--- config.mk ---
export PLATFORM = sky130hd
export DESIGN_NAME = autoneg_jabber_link_control
export DESIGN_NICKNAME = d
export VERILOG_FILES = /design/src/inc/anlink_pkg.sv /design/src/rtl/jabber_guard.sv /design/src/rtl/autoneg_jabber_link_control.sv
export SDC_FILE = /design/constraint.sdc
export NUM_CORES = 1
export LEC_CHECK = 0
export BUFFER_PORTS_ARGS = -buffer_cell sky130_fd_sc_hd__buf_2
export CAP_MARGIN = 20
export CORE_ASPECT_RATIO = 0.9
export CORE_MARGIN = 5
export CORE_UTILIZATION = 45
export DETAILED_ROUTE_END_ITERATION = 10
export GPL_TIMING_DRIVEN = 0
export PLACE_DENSITY_LB_ADDON = 0.1
export SLEW_MARGIN = 20
export SYNTH_ARGS = -nofsm -noshare
export SYNTH_HDL_FRONTEND = slang
export SYNTH_SLANG_ARGS = --single-unit
--- constraint.sdc ---
create_clock -name i_clk_sys -period 2.7 [get_ports i_clk_sys]
set_input_delay 0.135 -clock i_clk_sys [delete_from_list [all_inputs] [get_ports i_clk_sys]]
set_output_delay 0.135 -clock i_clk_sys [all_outputs]
set_load 0.03 [all_outputs]
--- src/inc/anlink_pkg.sv ---
// Purpose: shared constants for the link-control block
// Assumes: 200 MHz system clock
// Notes: times are kept in their own unit, cycle counts derived
package anlink_pkg;
  localparam int unsigned CLK_MHZ = 200;
  // Jabber cut-off, longest time, in ms
  localparam int unsigned JAB_MS = 45;
  localparam longint unsigned JAB_CYC = longint'(JAB_MS) * 1000 * CLK_MHZ;
  // Break-link wait, in ms
  localparam int unsigned BRK_MS = 1200;
  localparam longint unsigned BRK_CYC = longint'(BRK_MS) * 1000 * CLK_MHZ;
  // Link code word layout
  localparam int unsigned LCW_W = 16;
  localparam int unsigned SEL_W = 5;
  localparam logic [4:0] SEL_8023 = 5'h01;
  localparam int unsigned ABL_LO = 5;
  localparam int unsigned ABL_HI = 8;
  localparam int unsigned ACK_BIT = 14;
  // Ability bits inside [8:5]
  localparam int unsigned AB_10H = 0;
  localparam int unsigned AB_10F = 1;
  localparam int unsigned AB_100H = 2;
  localparam int unsigned AB_100F = 3;
  // Burst layout
  localparam int unsigned BURST_PULSES = 33;
  localparam int unsigned FRAME_PULSES = 17;
  localparam int unsigned DATA_PULSES = 16;
  // Consecutive matching words before acknowledge
  localparam int unsigned MATCH_CNT = 3;
  // Reset values
  localparam logic [3:0] ABL_RST = 4'h0;
  typedef enum logic [5:0] {
    ST_IDLE  = 6'h01,
    ST_BREAK = 6'h02,
    ST_ABIL  = 6'h04,
    ST_ACK   = 6'h08,
    ST_LINK  = 6'h10,
    ST_FORCE = 6'h20
  } an_state_e;
endpackage

--- src/rtl/jabber_guard.sv ---
// Purpose: transmit jabber watchdog
// Assumes: i_tx_en synchronous to i_clk_sys
// Notes: sticky flag cleared by the caller pulse
`timescale 1ns/1ps
module jabber_guard #(
  parameter longint unsigned LIMIT = anlink_pkg::JAB_CYC
) (
  // Clock and reset
  input wire logic i_clk_sys,
  input wire logic i_rst_b,
  // Transmit side
  input wire logic i_tx_en,
  input wire logic i_flag_clr,
  output logic o_cut,
  output logic o_flag
);
  import anlink_pkg::*;
  initial begin
    if (LIMIT < 2) $error("jabber limit too small");
  end
  logic [39:0] cnt_q, cnt_d;
  logic cut_q, cut_d, flag_q, flag_d;
  localparam logic [39:0] LIM = 40'(LIMIT - 1);

  // Count while enabled; cut at limit, release on drop
  always_comb begin
    cnt_d = cnt_q;
    cut_d = cut_q;
    flag_d = flag_q;
    if (!i_tx_en) begin
      cnt_d = '0;
      cut_d = 1'b0;
    end else if (cnt_q >= LIM) begin
      cut_d = 1'b1;
    end else begin
      cnt_d = cnt_q + 40'h1;
    end
    if (i_flag_clr) flag_d = 1'b0;
    if (cut_d) flag_d = 1'b1; // Set beats clear
  end

  always_ff @(posedge i_clk_sys or negedge i_rst_b) begin
    if (!i_rst_b) begin
      cnt_q <= '0;
      cut_q <= 1'b0;
      flag_q <= 1'b0;
    end else begin
      cnt_q <= cnt_d;
      cut_q <= cut_d;
      flag_q <= flag_d;
    end
  end
  assign o_cut = cut_q;
  assign o_flag = flag_q;

  a_jab_release: assert property (@(posedge i_clk_sys) disable iff (!i_rst_b)
    !i_tx_en |=> !cut_q) else $error("jabber not released");
  a_jab_flag: assert property (@(posedge i_clk_sys) disable iff (!i_rst_b)
    $rose(cut_q) |-> flag_q) else $error("jabber flag missing");
endmodule // jabber_guard

--- src/rtl/autoneg_jabber_link_control.sv ---
// Purpose: auto-negotiation and jabber control for a 10/100 transceiver
// Assumes: pulse detection and burst framing done by the analog side
// Notes: burst words arrive as whole 16-bit words with a valid strobe
//
// Contract
// - Cut transmission within 45 ms of continuous transmit enable.
// - Clear jabber once transmit enable drops.
// - Sticky jabber-detected status bit for software.
// - Start negotiation on resets, link loss or restart bit.
// - Burst has 17 framing pulses and 16 data pulses.
// - First five word bits are the 802.3 selector.
// - Abilities come from advertisement bits 8 to 5, software writable.
// - Advertisement write alone does not restart negotiation.
// - Resolve 100F, 100H, 10F, 10H in that order.
// - After match, keep sending words with acknowledge set.
// - Restart if received word changes or bursts go missing.
// - Initial abilities and enable come from straps at reset release.
// - No next page; only base word exchanged.
// - Without fast pulses, take speed from line, assume half duplex.
// - Parallel-detected link clears partner-negotiable bit.
// - Fault in parallel detection sets fault status bit.
// - Partner ability holds received word, or detected speed.
// - Software restart stops traffic, waits 1200 ms, then restarts.
// - Loss of received signal restarts negotiation.
// - Negotiation disabled forces speed and duplex from control bits.
// - Half duplex: carrier from tx or rx, rx during tx collides.
// - Full duplex: carrier from rx only, no collision.
`timescale 1ns/1ps
module autoneg_jabber_link_control #(
  parameter longint unsigned JAB_LIMIT = anlink_pkg::JAB_CYC,
  parameter longint unsigned BRK_LIMIT = anlink_pkg::BRK_CYC,
  parameter int unsigned MISS_LIMIT = 4096
) (
  // Clock and reset
  input wire logic i_clk_sys,
  input wire logic i_rst_b,
  // Straps, sampled at reset release
  input wire logic [3:0] i_strap_abil,
  input wire logic i_strap_an_en,
  // Control bits
  input wire logic i_sw_reset,
  input wire logic i_pd_reset,
  input wire logic i_an_restart,
  input wire logic i_an_en_wr,
  input wire logic i_an_en_val,
  input wire logic i_adv_wr,
  input wire logic [3:0] i_adv_val,
  input wire logic i_force_100,
  input wire logic i_force_fdx,
  input wire logic i_jab_clr,
  input wire logic i_pdf_clr,
  // Line side
  input wire logic i_rx_word_vld,
  input wire logic [anlink_pkg::LCW_W-1:0] i_rx_word,
  input wire logic i_det_100,
  input wire logic i_det_nlp,
  input wire logic i_sig_ok,
  input wire logic i_tx_en,
  input wire logic i_rx_act,
  // Outputs to line
  output logic o_tx_word_vld,
  output logic [anlink_pkg::LCW_W-1:0] o_tx_word,
  output logic [anlink_pkg::BURST_PULSES-1:0] o_tx_pulses,
  output logic o_tx_gate,
  output logic o_traffic_off,
  // Status
  output logic o_crs,
  output logic o_col,
  output logic o_jab_det,
  output logic o_an_done,
  output logic o_link_up,
  output logic o_spd_100,
  output logic o_fdx,
  output logic o_an_en,
  output logic [3:0] o_adv,
  output logic [anlink_pkg::LCW_W-1:0] o_lp_abil,
  output logic o_lp_an_able,
  output logic o_pd_fault
);
  import anlink_pkg::*;
  initial begin
    if (MISS_LIMIT < 2 || BRK_LIMIT < 2) $error("limits too small");
  end

  logic jab_cut, jab_flag;
  jabber_guard #(.LIMIT(JAB_LIMIT)) u_jab (
    .i_clk_sys(i_clk_sys),
    .i_rst_b(i_rst_b),
    .i_tx_en(i_tx_en),
    .i_flag_clr(i_jab_clr),
    .o_cut(jab_cut),
    .o_flag(jab_flag)
  );

  an_state_e st_q, st_d;
  logic [40:0] tmr_q, tmr_d;
  logic [3:0] adv_q, adv_d, adv_act_q, adv_act_d;
  logic an_en_q, an_en_d, strap_q, strap_d;
  logic [LCW_W-1:0] lp_q, lp_d;
  logic [1:0] mcnt_q, mcnt_d;
  logic lp_able_q, lp_able_d, pdf_q, pdf_d;
  logic done_q, done_d, up_q, up_d, s100_q, s100_d, fdx_q, fdx_d;
  logic crs_q, crs_d, col_q, col_d, gate_q, gate_d;
  logic [3:0] common;
  logic restart_ev, sw_brk;
  localparam logic [40:0] BRK_L = 41'(BRK_LIMIT - 1);
  localparam logic [40:0] MISS_L = 41'(MISS_LIMIT - 1);

  // Word we send: selector, abilities, ack (no next page bit)
  function automatic logic [LCW_W-1:0] mk_word(input logic [3:0] ab,
                                               input logic ack);
    logic [LCW_W-1:0] w;
    w = '0;
    w[SEL_W-1:0] = SEL_8023;
    w[ABL_HI:ABL_LO] = ab;
    w[ACK_BIT] = ack;
    return w; // Bit 15 kept zero
  endfunction

  // Spread a word onto 33 pulse slots, framing on even indices
  function automatic logic [BURST_PULSES-1:0] mk_burst(
      input logic [LCW_W-1:0] w);
    logic [BURST_PULSES-1:0] b;
    b = '0;
    for (int i = 0; i < FRAME_PULSES; i++) b[2*i] = 1'b1;
    for (int i = 0; i < DATA_PULSES; i++) b[2*i+1] = w[i];
    return b;
  endfunction

  // Both sides' abilities ANDed
  assign common = adv_act_q & i_rx_word[ABL_HI:ABL_LO];
  assign restart_ev = i_sw_reset || i_pd_reset;
  assign sw_brk = i_an_restart;

  // Negotiation state and status
  always_comb begin
    st_d = st_q;
    tmr_d = tmr_q + 41'h1;
    adv_d = adv_q;
    adv_act_d = adv_act_q;
    an_en_d = an_en_q;
    strap_d = 1'b0;
    lp_d = lp_q;
    mcnt_d = mcnt_q;
    lp_able_d = lp_able_q;
    pdf_d = pdf_q;
    done_d = done_q;
    up_d = up_q;
    s100_d = s100_q;
    fdx_d = fdx_q;
    if (i_adv_wr) adv_d = i_adv_val; // No restart here
    if (i_an_en_wr) an_en_d = i_an_en_val;
    if (i_pdf_clr) pdf_d = 1'b0;
    if (strap_q) begin
      adv_d = i_strap_abil;
      an_en_d = i_strap_an_en;
      st_d = ST_IDLE;
    end
    case (st_q)
      ST_IDLE: begin
        tmr_d = '0;
        mcnt_d = '0;
        done_d = 1'b0;
        up_d = 1'b0;
        if (strap_q) begin
          st_d = ST_IDLE; // Enable bit not loaded yet, wait one edge
        end else if (an_en_q) begin
          adv_act_d = adv_q; // Latest advertisement taken here
          st_d = ST_ABIL;
        end else begin
          st_d = ST_FORCE;
        end
      end
      ST_BREAK: begin
        if (tmr_q >= BRK_L) st_d = ST_IDLE;
      end
      ST_ABIL: begin
        if (i_rx_word_vld) begin
          tmr_d = '0;
          lp_d = i_rx_word;
          lp_able_d = 1'b1;
          mcnt_d = (i_rx_word == lp_q) ? mcnt_q + 2'h1 : 2'h0;
          if (mcnt_q == 2'(MATCH_CNT - 1)) st_d = ST_ACK;
        end else if (tmr_q >= MISS_L) begin
          tmr_d = '0;
          if (i_det_100 || i_det_nlp) begin
            if (i_det_100 && i_det_nlp) begin
              pdf_d = 1'b1;
            end else begin
              lp_able_d = 1'b0;
              lp_d = '0;
              lp_d[ABL_LO + (i_det_100 ? AB_100H : AB_10H)] = 1'b1;
              s100_d = i_det_100;
              fdx_d = 1'b0;
              done_d = 1'b1;
              up_d = 1'b1;
              st_d = ST_LINK;
            end
          end
        end
      end
      ST_ACK: begin
        if (i_rx_word_vld) begin
          tmr_d = '0;
          if (i_rx_word[ABL_HI:0] != lp_q[ABL_HI:0]) begin
            st_d = ST_IDLE;
          end else if (i_rx_word[ACK_BIT]) begin
            // Priority resolution
            if (common[AB_100F]) begin
              s100_d = 1'b1;
              fdx_d = 1'b1;
            end else if (common[AB_100H]) begin
              s100_d = 1'b1;
              fdx_d = 1'b0;
            end else if (common[AB_10F]) begin
              s100_d = 1'b0;
              fdx_d = 1'b1;
            end else begin
              s100_d = 1'b0;
              fdx_d = 1'b0;
            end
            lp_d = i_rx_word;
            done_d = |common;
            up_d = |common;
            st_d = (|common) ? ST_LINK : ST_IDLE;
          end
        end else if (tmr_q >= MISS_L) begin
          st_d = ST_IDLE; // Burst missing
        end
      end
      ST_LINK: begin
        tmr_d = '0;
        if (!i_sig_ok) st_d = ST_IDLE;
      end
      ST_FORCE: begin
        tmr_d = '0;
        s100_d = i_force_100;
        fdx_d = i_force_fdx;
        up_d = i_sig_ok;
        done_d = 1'b0;
        if (an_en_q) st_d = ST_IDLE;
      end
      default: st_d = ST_IDLE;
    endcase
    if (st_q != ST_FORCE && st_q != ST_IDLE && !an_en_q) st_d = ST_IDLE;
    if (restart_ev) st_d = ST_IDLE;
    if (sw_brk && an_en_q) begin
      st_d = ST_BREAK;
      tmr_d = '0;
      done_d = 1'b0;
      up_d = 1'b0;
    end
  end

  // Carrier, collision and transmit gate
  always_comb begin
    gate_d = (st_d == ST_LINK || st_d == ST_FORCE) && !jab_cut;
    if (fdx_d) begin
      crs_d = i_rx_act;
      col_d = 1'b0;
    end else begin
      crs_d = i_rx_act || i_tx_en;
      col_d = i_rx_act && i_tx_en;
    end
  end

  always_ff @(posedge i_clk_sys or negedge i_rst_b) begin
    if (!i_rst_b) begin
      st_q <= ST_IDLE;
      tmr_q <= '0;
      adv_q <= ABL_RST;
      adv_act_q <= ABL_RST;
      an_en_q <= 1'b0;
      strap_q <= 1'b1; // Straps taken on first edge after release
      lp_q <= '0;
      mcnt_q <= '0;
      lp_able_q <= 1'b0;
      pdf_q <= 1'b0;
      done_q <= 1'b0;
      up_q <= 1'b0;
      s100_q <= 1'b0;
      fdx_q <= 1'b0;
      crs_q <= 1'b0;
      col_q <= 1'b0;
      gate_q <= 1'b0;
    end else begin
      st_q <= st_d;
      tmr_q <= tmr_d;
      adv_q <= adv_d;
      adv_act_q <= adv_act_d;
      an_en_q <= an_en_d;
      strap_q <= strap_d;
      lp_q <= lp_d;
      mcnt_q <= mcnt_d;
      lp_able_q <= lp_able_d;
      pdf_q <= pdf_d;
      done_q <= done_d;
      up_q <= up_d;
      s100_q <= s100_d;
      fdx_q <= fdx_d;
      crs_q <= crs_d;
      col_q <= col_d;
      gate_q <= gate_d;
    end
  end

  // Output word and burst registers
  logic [LCW_W-1:0] txw_q, txw_d;
  logic [BURST_PULSES-1:0] txp_q;
  logic txv_q, off_q, jabo_q;
  always_comb begin
    txw_d = mk_word(adv_act_q, st_q == ST_ACK);
  end
  always_ff @(posedge i_clk_sys or negedge i_rst_b) begin
    if (!i_rst_b) begin
      txw_q <= '0;
      txp_q <= '0;
      txv_q <= 1'b0;
      off_q <= 1'b1;
      jabo_q <= 1'b0;
    end else begin
      txw_q <= txw_d;
      txp_q <= mk_burst(txw_d);
      txv_q <= (st_q == ST_ABIL || st_q == ST_ACK);
      off_q <= (st_q == ST_BREAK);
      jabo_q <= jab_flag;
    end
  end

  assign o_tx_word = txw_q;
  assign o_tx_pulses = txp_q;
  assign o_tx_word_vld = txv_q;
  assign o_traffic_off = off_q;
  assign o_tx_gate = gate_q;
  assign o_crs = crs_q;
  assign o_col = col_q;
  assign o_jab_det = jabo_q;
  assign o_an_done = done_q;
  assign o_link_up = up_q;
  assign o_spd_100 = s100_q;
  assign o_fdx = fdx_q;
  assign o_an_en = an_en_q;
  assign o_adv = adv_q;
  assign o_lp_abil = lp_q;
  assign o_lp_an_able = lp_able_q;
  assign o_pd_fault = pdf_q;

  a_fdx_no_col: assert property (@(posedge i_clk_sys) disable iff (!i_rst_b)
    fdx_q |-> !col_q) else $error("collision in full duplex");
  a_hdx_col: assert property (@(posedge i_clk_sys) disable iff (!i_rst_b)
    (i_tx_en && i_rx_act && !fdx_d) |=> col_q)
    else $error("missed collision");
  a_sel_field: assert property (@(posedge i_clk_sys) disable iff (!i_rst_b)
    txv_q |-> txw_q[4:0] == SEL_8023) else $error("bad selector");
  a_burst_frame: assert property (@(posedge i_clk_sys) disable iff (!i_rst_b)
    txv_q |-> (txp_q[0] && txp_q[32] && txp_q[1] == txw_q[0]))
    else $error("bad burst framing");
  a_restart_break: assert property (@(posedge i_clk_sys) disable iff (!i_rst_b)
    (i_an_restart && an_en_q) |=> ##1 off_q)
    else $error("restart did not stop traffic");
  a_sig_loss: assert property (@(posedge i_clk_sys) disable iff (!i_rst_b)
    (st_q == ST_LINK && !i_sig_ok && !i_an_restart) |=> st_q == ST_IDLE)
    else $error("link loss ignored");
  a_force_spd: assert property (@(posedge i_clk_sys) disable iff (!i_rst_b)
    (st_q == ST_FORCE && $stable(st_q)) |=> s100_q == $past(i_force_100))
    else $error("forced speed wrong");
  a_pd_half: assert property (@(posedge i_clk_sys) disable iff (!i_rst_b)
    (done_q && !lp_able_q) |-> !fdx_q)
    else $error("parallel link not half");
  a_ack_bit: assert property (@(posedge i_clk_sys) disable iff (!i_rst_b)
    (st_q == ST_ACK) |=> txw_q[ACK_BIT]) else $error("ack missing");
  c_link: cover property (@(posedge i_clk_sys) st_q == ST_LINK && lp_able_q);
  c_pd: cover property (@(posedge i_clk_sys) st_q == ST_LINK && !lp_able_q);
  c_brk: cover property (@(posedge i_clk_sys)
    $past(st_q) == ST_BREAK && st_q == ST_IDLE);
  c_jab: cover property (@(posedge i_clk_sys) $rose(o_jab_det));
endmodule // autoneg_jabber_link_control

==> metrics.cfg <==
[critical_path]
r2r_cells=8
crit_top_cell=or4_4
max_stage_delay_ns=0.54
reg2reg_from=st_q[1]
cp.required_ns=3.00
slowest_stage=or4_4
path_class=flip-flop to flip-flop
critPathMaxFanout=4
cp.arrival_ns=2.99
cp_cell_sequence=or4_4 -> buf_6 -> nor2_4 -> a211oi_2 -> or4_4 -> and4b_1 -> o211ai_1 -> nor4_2
cp_top_family=simple AND/OR/NAND/NOR gates
r2r_end=o_tx_gate
path_buf_inv=1
regToRegSetupSlack_ns=0.01
critPathCaptureType=flip-flop
critPathLaunchType=flip-flop
critPathLaunch=st_q[1]

[hold_path]
hp-start=i_tx_en
whs_endpoint=u_jab.cnt_q[13]
hp-class=primary input to flip-flop
hold_depth=3

[yosys]
postSynthRegisterBits=135
synth_most_common_cell=dfrtp_1
syn_avg_cell_area_sq_um=9.60
async_flop_share_pct=100
synth_seq_area_share_pct=48.4
synth-edff-count=0
yosysTopAreaCell=dfrtp_1
synthTopCellsByArea=dfrtp_1 (47%), xnor2_1 (5.4%), nor2_1 (5.1%), buf_4 (4.6%), xor2_1 (4.0%)
synthFlopType=dfrtp_1
synthCells=728
syn-cell-area_sq_mm=0.00699
ys_warn_count=0
synth_common_cells=dfrtp_1 (132), nor2_1 (95), nand2_1 (63), buf_4 (43), xnor2_1 (43)
synth_top_area_share_pct=47.3
ys_types=63

[clocking]
clockBufferDepth=2
cts.clk_slew.worst_paths_ns=0.05
cts_sinks=135
cts_tree=yes
htreeDepth=4
clk_latency_ns=0.42
cts-root-buf=clkbuf_16
cts_buffers=17

[layout]
syn2layout_area_growth_pct=27.0
fin_cells=1117
fillers=1355
multi_input_area_sq_mm=0.00330
layout.nets=947
drive_above_1_share_pct=24.8
regArea_sq_mm=0.00338

[floorplanning]
die_h_microns=128
start_util_pct=45.6
rows=43
die_x_microns=141
die_area_sq_mm=0.0181
io-pin-count=125
core-area_sq_mm=0.0153

[routing]
drt-vias-per-instance=5.20
drt_iter0_markers=331
antenna_left=0
firstDrtPassIters=5
wirelength_mm=16.6
via_count=5803
routedWlPerCell_microns=14.8
drc=0

[global_routing]
grt_max_degree=103
grt_pass1_wl_mm=27.0
antenna_found_initial=0
overflow=0
grt_pass1_vias=5570
track_usage_pct=18.3

[sta]
fin_crit_sh_pct=99.5
finalHoldViolCount=0
setup_viol=0
setup-tns-final_ns=0
rsz0062_at_grt=yes
final.min_clock_period_ns=2.69
slew_violations=0
finalClockSkew_ns=0.00818
relSlewSlack_pct=57.5
fmax_ghz=0.372
worstMarginPinSlew_ns=0.633

[status]
status=finished, final reports clean

[placed_design]
hpwl_mm=11.8
io_buffers=103
dp.cells=1054
gp_congestion=0.863

[pwr]
finalPower_mw=5.12
powerDensity_mw_per_mm2=577
ir_worst_vdd_v=0.000434
p_leak_nw=4.14

[run]
drv_cap=0

## routing by layer
layer	vias to the layer above	global-route usage, %	wire [microns]
li1	2841	-	-
met1	2774	25.5	7880
met2	166	28.2	7370
met3	22	5.00	1090
met4	0	4.97	235
met5	-	0	0
## cells in the final DEF (no fill, tap or decap), types with 18 or more instances in the layout
master,n
dfrtp_1,130
buf_2,103
nor2_1,95
nand2_1,63
buf_4,57
xnor2_1,43
xor2_1,32
nand3_1,31
nand4_1,24
o21ai_0,23
clkbuf_1,22
conb_1,22
dlygate4sd3_1,21
and2_1,20
nor3_1,18
## area by class of cell
type | count | area share [%]
plain buffers | 70 | 4.96
diodes | 1 | 0.0282
repair buffers | 138 | 9.79
multi-input cells | 522 | 37.2
clock buffers | 24 | 5.54
inverters | 17 | 0.761
well taps | 202 | 2.85
clock inverters | 8 | 0.817
flip-flops and latches | 135 | 38.1
## sequential cells by signal, summed over array words and instances (netlist names), 2 cells and up
register	count
o_lp_abil	16
o_adv	4
o_tx_pulses	6
mcnt_q	2
adv_act_q	4
st_q	6
u_jab.cnt_q	40
tmr_q	41
## worst max path at each step
| stage | end | depth (start not counted) |
|---|---|---|
| 6_report | o_tx_gate | 8 |
| 3_5_place_dp | tmr_q[24] | 9 |
| 3_3_place_gp | tmr_q[34] | 1 |
| 4_1_cts | o_tx_gate | 8 |
| 2_1_floorplan | o_tx_gate | 8 |
| 5_1_grt | o_tx_gate | 8 |
## where the power goes
part	total, mW	switching (mW)	internal (mW)
Sequential	2.18	0.0715	2.11
Clock	2.18	0.828	1.36
Combinational	0.758	0.474	0.284
## metrics by stage
step	hold WS (ns)	area (sq um)	util, %	setup WS, ns
2_1_floorplan	-0.161	7070	-	0.304
3_3_place_gp	0.329	7830	51.1	-0.263
3_5_place_dp	0.0140	7870	51.3	-0.201
4_1_cts	0.00255	8700	56.7	0.00853
5_1_grt	0.00632	8880	57.9	-0.0682
6_report	0.0208	8880	57.9	0.0125
## worst reg2reg max path, cell delays in order (launching register included)
cell and delay (ns):
dfrtp_2 0.42, or4_4 0.53, buf_6 0.15, nor2_4 0.14, a211oi_2 0.06, or4_4 0.54, and4b_1 0.29, o211ai_1 0.15
nor4_2 0.31
## kinds of logic (layout without fill, tap and decap cells)
kind of cell | after synthesis | count (layout) | share of synthesized area (%)
AO/OA/AOI/OAI | 84 | 84 | 8.61
XOR/XNOR | 75 | 75 | 9.40
adder cells (fa/ha/maj) | 3 | 3 | 0.537
buffers and inverters | 91 | 257 | 7.37
flip-flops | 135 | 135 | 48.4
multiplexers | 10 | 10 | 1.45
other | 2 | 23 | 0.107
AND/OR/NAND/NOR | 328 | 328 | 24.1
## timing repair
item,CTS,global route
hold endpoints to repair,87,1
resized for setup,9,29
endpoints found under the setup margin,52,80
buffers inserted,2,11
hold buffers,20,1
pin swaps,2,9
(Power assumes the default switching activity.)
